## src/logic/pbm_consts.svh

```systemverilog
/*
  constants for the basic mode control upper bits: address, bit positions,
  reset values and the software reset duration.
  assumes a 25 MHz management clock.
*/
`ifndef PBM_CONSTS_SVH
`define PBM_CONSTS_SVH

`define PBM_ADDR_BMC        5'h00
`define PBM_BIT_RESET       15
`define PBM_BIT_LOOPBACK    14
`define PBM_BIT_SPEED       13
`define PBM_BIT_AN_EN       12
`define PBM_BIT_PWRDN       11
`define PBM_BIT_ISOLATE     10
`define PBM_BIT_DUPLEX      8
`define PBM_RST_LOOPBACK    1'h0
`define PBM_RST_SPEED       1'h1
`define PBM_RST_AN_EN       1'h1
`define PBM_RST_PWRDN       1'h0
`define PBM_RST_ISOLATE     1'h0
`define PBM_RST_DUPLEX      1'h1
`define PBM_CLK_MHZ         25
`define PBM_SRST_TIME_NS    1000
`define PBM_SRST_CYC        ((`PBM_SRST_TIME_NS * `PBM_CLK_MHZ + 999) / 1000)

`endif

```

## src/logic/pbm_pkg.sv

```systemverilog
/*
  types shared by the control register block.
  assumes nothing beyond the constants header.
*/
package pbm_pkg;
  typedef enum logic [1:0] {
    PBM_IDLE = 2'b01,
    PBM_BUSY = 2'b10
  } pbm_seq_t;
endpackage

```

## src/logic/pbm_rst_seq.sv

```systemverilog
/*
  software reset sequencer: holds busy for a fixed number of cycles after start
  and pulses done on the last one.
  assumes start is a one-cycle pulse in the clk_sys domain.
*/
`timescale 1ns/1ps
`include "pbm_consts.svh"

module pbm_rst_seq
  import pbm_pkg::*;
(
  // clock and reset
  input  wire logic clk_sys,
  input  wire logic rstn,
  // control
  input  wire logic start,
  output logic      busy,
  output logic      done
);

  localparam logic [7:0] CYC = 8'(`PBM_SRST_CYC);

  pbm_seq_t   state_ff;
  pbm_seq_t   nxt_state;
  logic [7:0] cnt_ff;
  logic [7:0] nxt_cnt;
  wire        last = (cnt_ff == CYC - 8'h01);

  always_comb
  begin
    nxt_state = state_ff;
    nxt_cnt   = cnt_ff;
    unique case (state_ff)
      PBM_IDLE:
      begin
        nxt_cnt = 8'h00;
        if (start)
          nxt_state = PBM_BUSY;
      end
      PBM_BUSY:
      begin
        nxt_cnt = cnt_ff + 8'h01;
        if (last)
          nxt_state = PBM_IDLE;
      end
      default:
      begin
        nxt_state = PBM_IDLE;
        nxt_cnt   = 8'h00;
      end
    endcase
  end

  always_ff @(posedge clk_sys or negedge rstn)
  begin
    if (!rstn)
    begin
      state_ff <= PBM_IDLE;
      cnt_ff   <= 8'h00;
    end
    else
    begin
      state_ff <= nxt_state;
      cnt_ff   <= nxt_cnt;
    end
  end

  assign busy = (state_ff == PBM_BUSY);
  assign done = (state_ff == PBM_BUSY) && last;

endmodule // pbm_rst_seq

```

## src/logic/pbm_ctrl.sv

```systemverilog
/*
  upper bits of the basic mode control register with their effect on the
  MII path: soft reset, loopback, forced speed, auto-negotiation enable,
  power down and isolate, plus the forced duplex bit.
  assumes a management engine decoding serial frames into a simple
  register port, and a receive/transmit datapath on the line side.
*/
`timescale 1ns/1ps
`include "pbm_consts.svh"

// Operation
// RULE_01: writing 1 to bit 15 starts a software reset that restores the configuration and then clears bit 15 itself.
// RULE_02: bit 15 reads 1 while the software reset runs, 0 otherwise, and is 0 after reset.
// RULE_03: with bit 14 set the MII transmit data is looped back onto the MII receive data, otherwise data flows normally; default 0.
// RULE_04: with auto-negotiation off, bit 13 forces 100Mbs when 1 and 10Mbs when 0; default 1.
// RULE_05: bit 12 set (default) enables auto-negotiation and makes bits 13 and 8 ignored, cleared it lets them set speed and duplex.
// RULE_06: bit 11 set puts the device into power down with only register access left working; default 0.
// RULE_07: power down is requested by bit 11 or the low power-down pin, and the low pin also sets bit 11.
// RULE_08: bit 10 set isolates the port from the MII while management keeps working; default 0.
// RULE_09: with auto-negotiation off bit 8 selects full duplex when 1 and half when 0, its reset value coming from a strap.
// RULE_10: while isolated the receive-side MII outputs are released and the transmit inputs ignored.
module pbm_ctrl
  import pbm_pkg::*;
(
  // clock and reset
  input  wire logic       clk_sys,
  input  wire logic       rstn,
  // register port from the management engine
  input  wire logic       reg_sel,
  input  wire logic       reg_we,
  input  wire logic [4:0] reg_addr,
  input  wire logic [15:0] reg_wdata,
  output logic [15:0]     reg_rdata,
  // pins
  input  wire logic       irq_powerdown_pin_n,
  input  wire logic       duplex_strap,
  // auto-negotiation results
  input  wire logic       an_speed_100,
  input  wire logic       an_full_duplex,
  // MII from the MAC
  input  wire logic       mii_tx_en,
  input  wire logic [3:0] mii_txd,
  // MII to the MAC, three-state
  output logic [3:0]      mii_rxd,
  output logic            mii_rx_dv,
  output logic            mii_rx_oe,
  // line datapath
  input  wire logic [3:0] line_rxd,
  input  wire logic       line_rx_dv,
  output logic [3:0]      line_txd,
  output logic            line_tx_en,
  // status to the rest of the device
  output logic            speed_100,
  output logic            full_duplex,
  output logic            power_down,
  output logic            soft_reset
);

  logic        loopback_ff;
  logic        speed_ff;
  logic        an_en_ff;
  logic        pwrdn_ff;
  logic        isolate_ff;
  logic        duplex_ff;
  logic        strap_pend_ff;
  logic [15:0] rdata_ff;
  logic [3:0]  rxd_ff;
  logic        rx_dv_ff;
  logic [3:0]  txd_ff;
  logic        tx_en_ff;
  logic        rst_busy;
  logic        rst_done;

  // decode
  wire hit      = reg_sel && (reg_addr == `PBM_ADDR_BMC);
  wire wr_hit   = hit && reg_we && !rst_busy;
  wire rd_req   = reg_sel && !reg_we;
  wire rst_go   = wr_hit && reg_wdata[`PBM_BIT_RESET]; // [RULE_01]
  wire pin_pd   = !irq_powerdown_pin_n;
  wire pd_req   = pwrdn_ff || pin_pd; // [RULE_07]
  wire live     = !pd_req && !rst_busy; // [RULE_06]

  // writes steal no cycle from the reset sequencer; a write while it runs is ignored
  pbm_rst_seq u_rst_seq (
    .clk_sys (clk_sys),
    .rstn    (rstn),
    .start   (rst_go),
    .busy    (rst_busy),
    .done    (rst_done)
  );

  wire [15:0] rd_word = {rst_busy,   // [RULE_02]
                         loopback_ff,
                         speed_ff,
                         an_en_ff,
                         pwrdn_ff,
                         isolate_ff,
                         1'b0,
                         duplex_ff,
                         8'h00};
  wire [15:0] nxt_rdata = (reg_addr == `PBM_ADDR_BMC) ? rd_word : 16'h0000;

  // pin set beats a software clear in the same cycle
  wire nxt_pwrdn = pin_pd ? 1'b1 :
                   wr_hit ? reg_wdata[`PBM_BIT_PWRDN] : pwrdn_ff; // [RULE_07]

  always_ff @(posedge clk_sys or negedge rstn)
  begin
    if (!rstn)
    begin
      loopback_ff   <= `PBM_RST_LOOPBACK;
      speed_ff      <= `PBM_RST_SPEED;
      an_en_ff      <= `PBM_RST_AN_EN;
      pwrdn_ff      <= `PBM_RST_PWRDN;
      isolate_ff    <= `PBM_RST_ISOLATE;
      duplex_ff     <= `PBM_RST_DUPLEX;
      strap_pend_ff <= 1'b1;
    end
    else if (rst_done)
    begin
      loopback_ff   <= `PBM_RST_LOOPBACK; // [RULE_01]
      speed_ff      <= `PBM_RST_SPEED;
      an_en_ff      <= `PBM_RST_AN_EN;
      pwrdn_ff      <= pin_pd;
      isolate_ff    <= `PBM_RST_ISOLATE;
      duplex_ff     <= duplex_strap; // [RULE_09]
      strap_pend_ff <= 1'b0;
    end
    else
    begin
      pwrdn_ff      <= nxt_pwrdn; // [RULE_06]
      strap_pend_ff <= 1'b0;
      if (strap_pend_ff)
        duplex_ff   <= duplex_strap; // [RULE_09]
      else if (wr_hit)
        duplex_ff   <= reg_wdata[`PBM_BIT_DUPLEX];
      if (wr_hit)
      begin
        loopback_ff <= reg_wdata[`PBM_BIT_LOOPBACK]; // [RULE_03]
        speed_ff    <= reg_wdata[`PBM_BIT_SPEED]; // [RULE_04]
        an_en_ff    <= reg_wdata[`PBM_BIT_AN_EN]; // [RULE_05]
        isolate_ff  <= reg_wdata[`PBM_BIT_ISOLATE]; // [RULE_08]
      end
    end
  end

  // register reads keep working in power down and isolate
  always_ff @(posedge clk_sys or negedge rstn)
  begin
    if (!rstn)
      rdata_ff <= 16'h0000;
    else if (rd_req)
      rdata_ff <= nxt_rdata; // [RULE_02]
  end

  // datapath selection
  wire        tx_ok     = live && !isolate_ff; // [RULE_10]
  wire [3:0]  nxt_rxd   = loopback_ff ? mii_txd : line_rxd; // [RULE_03]
  wire        nxt_rx_dv = loopback_ff ? (mii_tx_en && tx_ok) : line_rx_dv;
  wire        nxt_tx_en = tx_ok && !loopback_ff && mii_tx_en;

  always_ff @(posedge clk_sys or negedge rstn)
  begin
    if (!rstn)
    begin
      rxd_ff   <= 4'h0;
      rx_dv_ff <= 1'b0;
      txd_ff   <= 4'h0;
      tx_en_ff <= 1'b0;
    end
    else
    begin
      rxd_ff   <= live ? nxt_rxd : 4'h0; // [RULE_06]
      rx_dv_ff <= live && nxt_rx_dv;
      txd_ff   <= tx_ok ? mii_txd : 4'h0; // [RULE_10]
      tx_en_ff <= nxt_tx_en;
    end
  end

  assign reg_rdata   = rdata_ff;
  assign mii_rxd     = rxd_ff;
  assign mii_rx_dv   = rx_dv_ff;
  assign mii_rx_oe   = !isolate_ff; // [RULE_08]
  assign line_txd    = txd_ff;
  assign line_tx_en  = tx_en_ff;
  assign speed_100   = an_en_ff ? an_speed_100 : speed_ff; // [RULE_05]
  assign full_duplex = an_en_ff ? an_full_duplex : duplex_ff; // [RULE_09]
  assign power_down  = pd_req; // [RULE_07]
  assign soft_reset  = rst_busy; // [RULE_01]

endmodule // pbm_ctrl

```

## config.mk

```make
export PLATFORM = sky130hd
export DESIGN_NAME = pbm_ctrl
export DESIGN_NICKNAME = d
export VERILOG_FILES = /design/src/logic/pbm_pkg.sv /design/src/logic/pbm_rst_seq.sv /design/src/logic/pbm_ctrl.sv
export VERILOG_INCLUDE_DIRS = /design/src /design/src/logic
export SDC_FILE = /design/constraint.sdc
export NUM_CORES = 1
export LEC_CHECK = 0
export BUFFER_PORTS_ARGS = -buffer_cell sky130_fd_sc_hd__clkbuf_2
export CORE_UTILIZATION = 41
export CTS_CLUSTER_SIZE = 14
export DETAILED_ROUTE_END_ITERATION = 16
export GPL_TIMING_DRIVEN = 0
export PLACE_DENSITY = 0.74
export SETUP_SLACK_MARGIN = 0.2
export SYNTH_ARGS = -nofsm -noshare
export SYNTH_HDL_FRONTEND = slang
export SYNTH_SLANG_ARGS = --single-unit
```

## constraint.sdc

```tcl
create_clock -name clk_sys -period 1.6 [get_ports clk_sys]
set_clock_uncertainty 0.1 [all_clocks]
set_input_delay 0 -clock clk_sys [delete_from_list [all_inputs] [get_ports clk_sys]]
set_output_delay 0 -clock clk_sys [all_outputs]
set_load 0.02 [all_outputs]
```

==> results.txt, run 1 <==
average routed wire per standard cell -> 12.5 um
layout cells sized above 1 -> 40.2%
highest-count cells in the layout ignoring fill and taps -> clkbuf_2 (48), dfrtp_1 (28), nand2_1 (20), dlygate4sd3_1 (20), buf_4 (17)
full die area -> 4000 sq um
Flop pwr share -> 51.9%
hpwl dp -> 2.29 mm
Hold Crit Start -> reg_sel
register area share after synthesis -> 55.7%
Fillers -> 280
Hold Worst Slack -> 8.76 ps
Synth Cell Area -> 1540 sq um
Die W -> 63.2 um
post-placement cell area -> 1880 sq um
Num Clock Sinks -> 34
Max-cap violations -> 0
area of the multi-input gates -> 672 sq um
Vias/cell -> 4.58
# setup viols final -> 0
Num CTS Buffers -> 5
fin util -> 66.9%
Seq cells post-synth -> 34
largest net degree at the start of global routing -> 35
CTS max path bufs -> 2
max incr delay on CP -> 410 ps
RSZ-0062 raised after global routing -> yes
wirelength, routed -> 3.58 mm
Via Count -> 1315
fin crit share -> 93.8%
Switch Pwr -> 443 uW
final slew viol count -> 0
number of cells on the worst reg-to-reg path -> 6
total track usage -> 19.6%
FF/Latch Area -> 858 sq um
CTS tree -> yes
DR pass1 iterations -> 4
WS Path Type -> flip-flop to flip-flop
clk slew on worst S/H paths -> 70 ps
CP cell instances -> inv_1 > ha_1 > nand4b_1 > nor3_4 > buf_4 > o31ai_2
WP data required -> 1710 ps
Worst Path Arrival -> 1610 ps
num ports -> 70
Layout Cells excl Fill -> 287
Leak -> 1.14 nW
Int Pwr -> 1.31 mW
Power Dens Cells -> 756 nW/um^2
instance count of the mapped netlist -> 145
start of the worst register-to-register path -> u_rst_seq.cnt_ff[0]
Synth Area per Inst -> 10.6 sq um
maximum clock frequency -> 666 MHz
Clk network pwr share -> 33.6%
DR iter-0 viols -> 44
Root Driver -> clkbuf_8
IO Port Bufs -> 51
Slowest-stage cell, CP -> dfrtp_1
endpoint class of the critical path -> flip-flop
Pwr Total -> 1.75 mW
Slew @ Worst Pin -> 823 ps
relative slew slack -> 45.1%
Hold Crit Depth -> 3
cell row count -> 21
first-pass GRT wire length -> 5.80 mm
Comb pwr share -> 14.5%
area grow syn2layout -> 50.9%
Syn. warnings -> 0
Ant. Diodes -> 0
most common cell after layout, fill and taps aside -> clkbuf_2
maximum vdd drop -> 523 uV
final-report hold violation count -> 0
Hold Crit Endpoint -> reg_rdata[12]
initial antenna violation count -> 0
Startpoint Class -> flip-flop
DIE HEIGHT -> 63.2 um
post-route cell area -> 2320 sq um
H-tree depth -> 2
Worst R2R Setup Slack -> 100 ps
vias in the first global route -> 1250
GP Congestion -> 0.718
Tmin final -> 1500 ps
CP max FO -> 4
worst-skew pair later-pin latency -> 290 ps
total core area -> 3470 sq um
RR Endpoint -> duplex_ff
placed cells -> 251
number of routed nets with antenna violations -> 0
worst hold path class -> input port to flip-flop
Initial Util -> 44.3%
status -> completed
library cells used by synthesis -> 30
drc violations -> 0
nets@finish -> 282
grt ovf -> 0
switch share -> 25.2%
[synthesized netlist by cell type (all sizes together)]
master | instances | area share (%)
nand2b | 4 | 1.6
buf | 9 | 4.4
mux2 | 2 | 1.5
conb | 1 | 0.24
and2 | 5 | 2.0
o21ai | 11 | 3.6
xnor2 | 1 | 0.57
xor2 | 3 | 1.7
or3 | 3 | 1.2
nand2 | 20 | 4.9
nor2b | 1 | 0.41
a31o | 1 | 0.57
ha | 2 | 1.6
nor2 | 15 | 3.7
dfstp | 5 | 8.5
clkbuf | 3 | 0.73
or2b | 1 | 0.57
o31ai | 1 | 0.81
a31oi | 1 | 0.41
mux2i | 10 | 6.5
nor4 | 1 | 1.4
nand4b | 1 | 0.57
a21oi | 3 | 0.98
nand3 | 4 | 1.3
and3 | 1 | 0.41
nor4b | 1 | 0.57
inv | 4 | 0.98
or4 | 1 | 0.73
nor3 | 1 | 0.33
dfrtp | 29 | 47
[worst max path at each step]
stage / slack [ps] / depth (start not counted) / startpoint / to
after global routing: 30 / 6 / u_rst_seq.cnt_ff[0] / duplex_ff
after detailed placement: -380 / 5 / u_rst_seq.state_ff[0] / duplex_ff
final: 100 / 6 / u_rst_seq.cnt_ff[0] / duplex_ff
after CTS: 30 / 6 / u_rst_seq.state_ff[0] / duplex_ff
after global placement: -340 / 5 / u_rst_seq.state_ff[0] / pwrdn_ff
after floorplan: -210 / 5 / u_rst_seq.state_ff[0] / pwrdn_ff
[layout make-up]
class	instances	share of cell area [%]
Sequential cell	34	37.0
Timing Repair Buffer	80	23.8
Buffer	12	3.56
Clock buffer	5	2.97
Inverter	4	0.755
Clock inverter	2	0.432
Multi-Input combinational cell	104	29.0
Tap cell	46	2.48
[through the flow]
stage	setup WS, ps	TNS (ps)
2_1_floorplan	-214	-1170
3_3_place_gp	-337	-3400
3_5_place_dp	-383	-3670
4_1_cts	26.8	0
5_1_grt	29.0	0
6_report	99.1	0
[power by group through the flow]
stage | sequential [mW] | combinational, mW | clock (mW)
floorplan | 0.919 | 0.112 | 0
global placement | 0.920 | 0.189 | 0
detailed placement | 0.922 | 0.193 | 0
CTS | 0.909 | 0.245 | 0.600
global route | 0.911 | 0.276 | 0.656
finish | 0.910 | 0.254 | 0.590
[logic make-up (layout without fill, tap and decap cells)]
| family | count (synthesis) | count (layout) | share of synthesized area, % |
|---|---|---|---|
| other | 1 | 10 | 0.244 |
| adder cells (fa/ha/maj) | 2 | 2 | 1.63 |
| AO/OA/AOI/OAI | 17 | 17 | 6.35 |
| XOR/XNOR | 4 | 4 | 2.28 |
| buffers and inverters | 16 | 103 | 6.10 |
| flip-flops | 34 | 34 | 55.7 |
| AND/OR/NAND/NOR | 59 | 59 | 19.7 |
| multiplexers | 12 | 12 | 7.97 |
[worst max-delay path, delay by kind of cell, from the launching register on]
| family | cells | cell delay, ps |
|---|---|---|
| flip-flops | 1 | 410 |
| adder cells (fa/ha/maj) | 1 | 130 |
| buffers and inverters | 2 | 230 |
| AO/OA/AOI/OAI | 1 | 60 |
| AND/OR/NAND/NOR | 2 | 500 |
[registers in the layout, indices dropped and copies added (netlist names), 2 cells and up]
signal,flops
u_rst_seq.cnt_ff,8
line_txd,4
u_rst_seq.state_ff,2
reg_rdata,7
mii_rxd,4
[timing repair]
item,CTS,global route
resized for setup,18,10
hold buffers,19,1
endpoints found under the hold margin,47,1
setup endpoints to repair,21,17
buffers inserted,5,4
pin swaps,5,3
[layer usage]
layer	up-vias	part of all wire, %	track usage [%]
li1	652	-	-
met1	620	43	23.2
met2	39	51	31.5
met3	4	4.8	7.79
met4	0	1.0	8.24
met5	-	0	0
Power figures use the tool's default switching activity.
==> run 2, diff against run 1 <==
--- a/config.mk
+++ b/config.mk
@@ -12,6 +12,7 @@
 export DETAILED_ROUTE_END_ITERATION = 16
 export GPL_TIMING_DRIVEN = 0
 export PLACE_DENSITY = 0.74
+export RECOVER_POWER = 100
 export SETUP_SLACK_MARGIN = 0.2
 export SYNTH_ARGS = -nofsm -noshare
 export SYNTH_HDL_FRONTEND = slang
==> constraint.sdc (replaced) <==
create_clock -name clk_sys -period 1.3 [get_ports clk_sys]
set_clock_uncertainty 0.1 [all_clocks]
set_input_delay 0 -clock clk_sys [delete_from_list [all_inputs] [get_ports clk_sys]]
set_output_delay 0 -clock clk_sys [all_outputs]
set_load 0.02 [all_outputs]
==> results.txt, run 2 (synthesis results as in run 1) <==
status -> finished with violations
first-pass GRT wire length -> 6.22 mm
drc violations -> 0
cell row count -> 21
worst-skew pair later-pin latency -> 280 ps
Num CTS Buffers -> 5
failing checks -> setup timing
Comb pwr share -> 13.7%
maximum vdd drop -> 732 uV
final-report hold violation count -> 0
clk slew on worst S/H paths -> 70 ps
highest-count cells in the layout ignoring fill and taps -> clkbuf_2 (30), dfrtp_1 (27), dlygate4sd3_1 (21), clkbuf_1 (19), buf_4 (19)
Leak -> 1.14 nW
max incr delay on CP -> 530 ps
CTS max path bufs -> 2
Largest register FFs -> 8
Power Dens Cells -> 959 nW/um^2
DR iter-0 viols -> 38
RR Endpoint -> duplex_ff
DP Worst Slack -> -679 ps
crit path buf inv count -> 2
Hold Crit Depth -> 3
RSZ-0062 raised after global routing -> yes
Slew @ Worst Pin -> 809 ps
fin util -> 71.6%
# setup viols final -> 21
Ant. Diodes -> 0
grt ovf -> 0
endpoint class of the critical path -> flip-flop
Layout Cells excl Fill -> 295
wirelength, routed -> 4.06 mm
Pwr Total -> 2.38 mW
placed cells -> 251
Slowest-stage cell, CP -> dfstp_2
Int Pwr -> 1.83 mW
Startpoint Class -> flip-flop
number of cells on the worst reg-to-reg path -> 6
average routed wire per standard cell -> 13.8 um
CP cell instances -> or2b_4 > inv_4 > nor4_4 > buf_6 > mux2i_2 > o31ai_2
Root Driver -> clkbuf_8
Flop pwr share -> 46.9%
GP Congestion -> 0.753
number of routed nets with antenna violations -> 0
IO Port Bufs -> 51
final slew viol count -> 0
delay-heaviest family, CP -> flip-flops
crit path from -> u_rst_seq.state_ff[0]
start of the worst register-to-register path -> u_rst_seq.state_ff[0]
layout cells sized above 1 -> 40.2%
vias in the first global route -> 1427
most common cell after layout, fill and taps aside -> clkbuf_2
Max-cap violations -> 0
full die area -> 4000 sq um
setup ws final -> -234 ps
largest net degree at the start of global routing -> 35
relative slew slack -> 46.1%
Via Count -> 1388
WS Path Type -> flip-flop to flip-flop
CP max FO -> 6
Tmin final -> 1530 ps
maximum clock frequency -> 652 MHz
area grow syn2layout -> 61.5%
initial antenna violation count -> 0
fin crit share -> 118%
num ports -> 70
Initial Util -> 44.3%
DR pass1 iterations -> 4
WP data required -> 1400 ps
Die W -> 63.2 um
final setup TNS -> -2580 ps
Biggest register -> u_rst_seq.cnt_ff
Num Clock Sinks -> 34
nets@finish -> 289
H-tree depth -> 2
Worst Path Arrival -> 1640 ps
total core area -> 3470 sq um
CTS tree -> yes
DIE HEIGHT -> 63.2 um
Vias/cell -> 4.71
Hold Crit Start -> reg_sel
Worst R2R Setup Slack -> -230 ps
Switch Pwr -> 555 uW
hpwl dp -> 2.17 mm
switch share -> 23.3%
Hold Crit Endpoint -> reg_rdata[11]
worst hold path class -> input port to flip-flop
Clk network pwr share -> 39.3%
total track usage -> 20.4%
[run 2: changes by cell type in the layout (fill, tap and decap cells not counted), sizes merged]
cell         before  now
dlygate4sd3      20   21
bufinv            0    1
clkbuf           56   55
buf              21   28
[run 2: per-stage QoR]
stage,instance area (sq um),hold slack (ps)
2_1_floorplan,1580,-396
3_3_place_gp,1900,33.1
3_5_place_dp,1900,28.7
4_1_cts,2410,0.427
5_1_grt,2480,16.1
6_report,2480,12.5
[run 2: worst register-to-register path: stages (launching register included)]
cell and delay (ps):
dfstp_2 530, or2b_4 130, inv_4 40, nor4_4 170, buf_6 190, mux2i_2 230
o31ai_2 70
[run 2: power groups by stage]
stage	logic, mW	clock network [mW]	registers [mW]
after floorplan	0.138	0	1.13
after global placement	0.234	0	1.13
after detailed placement	0.237	0	1.13
after CTS	0.308	0.954	1.12
after global routing	0.353	1.03	1.12
final	0.327	0.936	1.12
[run 2: metal layers]
layer  up-vias  share of wire, %  track usage (%)
li1        667                 -                -
met1       670                38             22.1
met2        49                56             37.4
met3         2               5.9             7.43
met4         0              0.37             5.11
met5         -                 0                0
[run 2: worst max-delay path by stage]
| stage | cells after the start | end |
|---|---|---|
| finish | 6 | duplex_ff |
| CTS | 6 | pwrdn_ff |
| global placement | 5 | duplex_ff |
| detailed placement | 5 | duplex_ff |
| global route | 6 | pwrdn_ff |
| floorplan | 5 | pwrdn_ff |
[run 2: timing repair]
| action | in CTS | in global routing |
|---|---|---|
| gates resized for setup | 30 | 27 |
| setup endpoints to repair | 32 | 63 |
| hold endpoints to repair | 53 | 0 |
| hold buffers | 21 | 0 |
| setup buffers | 10 | 5 |
| pin swaps | 9 | 7 |
[run 2: area by class of cell]
| class | instances | area, sq um |
|---|---|---|
| clock buffers | 5 | 68.8 |
| clock inverters | 3 | 40.0 |
| flip-flops and latches | 34 | 860 |
| plain buffers | 12 | 83.8 |
| well taps | 46 | 57.6 |
| multi-input cells | 104 | 746 |
| inverters | 4 | 17.5 |
| fillers | 240 | 985 |
| repair buffers | 87 | 611 |
==> run 3, diff against run 2 <==
--- a/config.mk
+++ b/config.mk
@@ -6,12 +6,13 @@
 export SDC_FILE = /design/constraint.sdc
 export NUM_CORES = 1
 export LEC_CHECK = 0
+export ABC_AREA = 1
 export BUFFER_PORTS_ARGS = -buffer_cell sky130_fd_sc_hd__clkbuf_2
-export CORE_UTILIZATION = 41
+export CORE_UTILIZATION = 42
 export CTS_CLUSTER_SIZE = 14
 export DETAILED_ROUTE_END_ITERATION = 16
 export GPL_TIMING_DRIVEN = 0
-export PLACE_DENSITY = 0.74
+export PLACE_DENSITY = 0.83
 export RECOVER_POWER = 100
 export SETUP_SLACK_MARGIN = 0.2
 export SYNTH_ARGS = -nofsm -noshare
==> results.txt, run 3 <==
status -> finished with violations
failing checks -> setup timing
final setup TNS -> -1570 ps
layout cells sized above 1 -> 41.3%
cell row count -> 22
Power Dens Cells -> 856 nW/um^2
relative slew slack -> 45.3%
RSZ-0062 raised after global routing -> yes
Slowest-stage cell, CP -> dfstp_2
register area share after synthesis -> 52.2%
final slew viol count -> 0
CTS max path bufs -> 2
maximum vdd drop -> 632 uV
Initial Util -> 44.2%
DP Worst Slack -> -114 ps
IO Port Bufs -> 51
Via Count -> 1747
most common cell after layout, fill and taps aside -> nand2_1
Synth Area per Inst -> 8.55 sq um
CP cell instances -> inv_2 > nand2_4 > inv_8 > nor2_4 > nand3b_1 > nand3_1 > nand2_1
max incr delay on CP -> 530 ps
Ant. Diodes -> 0
full die area -> 4160 sq um
Root Driver -> clkbuf_8
Synth top area share -> 44.2%
largest net degree at the start of global routing -> 35
grt ovf -> 0
num ports -> 70
endpoint class of the critical path -> flip-flop
CP max FO -> 6
Syn. warnings -> 0
post-placement cell area -> 2020 sq um
initial antenna violation count -> 0
Max-cap violations -> 0
total core area -> 3720 sq um
Biggest register -> u_rst_seq.cnt_ff
hpwl dp -> 2.54 mm
Worst Path Arrival -> 1570 ps
Synth area leaders -> dfrtp_1 (44%), nand2_1 (11%), dfstp_2 (8.0%)
DIE HEIGHT -> 64.5 um
Num CTS Buffers -> 5
Fillers -> 264
Tmin final -> 1480 ps
# setup viols final -> 23
average routed wire per standard cell -> 16.7 um
fin util -> 70.7%
CTS tree -> yes
total track usage -> 26.0%
top cells by count, synth -> nand2_1 (49), dfrtp_1 (29), inv_1 (24)
worst hold path class -> input port to flip-flop
Top FF cell, synth -> dfrtp_1
count leader, synth -> nand2_1
library cells used by synthesis -> 28
Vias/cell -> 5.05
WP data required -> 1390 ps
Startpoint Class -> flip-flop
vias in the first global route -> 1698
WS Path Type -> flip-flop to flip-flop
number of routed nets with antenna violations -> 0
worst-skew pair later-pin latency -> 310 ps
nets@finish -> 338
Slew @ Worst Pin -> 820 ps
Die W -> 64.5 um
setup ws final -> -181 ps
DR iter-0 viols -> 151
Synth Cell Area -> 1640 sq um
Leak -> 1.31 nW
placed cells -> 300
first-pass GRT wire length -> 7.75 mm
area grow syn2layout -> 60.0%
fin crit share -> 114%
final-report hold violation count -> 0
instance count of the mapped netlist -> 192
Post-synth EDFFs -> 0
Pwr Total -> 2.25 mW
DR pass1 iterations -> 4
drc violations -> 0
maximum clock frequency -> 675 MHz
Num Clock Sinks -> 34
highest-count cells in the layout ignoring fill and taps -> nand2_1 (39), clkbuf_2 (30), dfrtp_1 (29), dlygate4sd3_1 (20)
Hold Worst Slack -> 22.5 ps
wirelength, routed -> 5.77 mm
H-tree depth -> 2
Yosys top cell by area -> dfrtp_1
Async S/R FF share, synth -> 100%
clk slew on worst S/H paths -> 80 ps
Layout Cells excl Fill -> 346
GP Congestion -> 0.743
post-route cell area -> 2630 sq um
Largest register FFs -> 8
Seq cells post-synth -> 34
## run 3: logic make-up (layout without fill, tap and decap cells)
logic type / count (synthesis) / count (layout) / share of synthesized area, %
simple gates: 91 / 91 / 24.9
buf+inv: 42 / 139 / 12.7
flops: 34 / 34 / 52.2
compound gates: 22 / 22 / 8.38
fa+ha+maj: 2 / 2 / 1.52
other cells: 1 / 10 / 0.228
## run 3: worst paths after layout
path                                       start                   to  slack, ps  depth (start not counted)
setup / recovery           u_rst_seq.state_ff[0]             pwrdn_ff       -180                          7
hold reg to reg                    reg_rdata[14]        reg_rdata[14]        400                          2
min in group asynchronous                   rstn          line_txd[0]        230                          2
setup reg to reg           u_rst_seq.state_ff[0]             pwrdn_ff       -180                          7
max in group asynchronous                   rstn  u_rst_seq.cnt_ff[7]        350                          2
hold / removal                       reg_addr[0]        reg_rdata[12]         20                          6
## run 3: cell type report
cell class	instances	area [sq um]	share of cell area (%)
well taps	48	60.1	2.29
inverters	30	126	4.81
clock inverters	2	10.0	0.381
clock buffers	6	72.6	2.76
repair buffers	89	629	24.0
flip-flops and latches	34	857	32.6
multi-input cells	125	769	29.3
plain buffers	12	101	3.86
## run 3: metal layers
layer	GRT usage (%)	part of all wire [%]	up-vias
li1	-	-	792
met1	25.8	35	823
met2	45.5	52	100
met3	8.45	7.1	32
met4	18.3	6.1	0
met5	0	0	-
## run 3: report_power, final
group	leakage [nW]	internal (mW)	switching, mW
logic	0.818	0.167	0.196
registers	0.449	1.08	0.0179
clock network	0.0450	0.371	0.412
## run 3: timing repair
item,CTS,global route
gates cloned,0,0
pin swaps,8,13
buffers inserted,10,8
endpoints found under the hold margin,47,0
setup endpoints to repair,28,59
gates resized for setup,23,52
hold buffers,20,0
## run 3: worst max-delay path: cells and delay by family (launching register included)
kind                   cells  cell delay, ps
buffers and inverters      2             120
DFF                        1             530
and+or+nand+nor            5             610
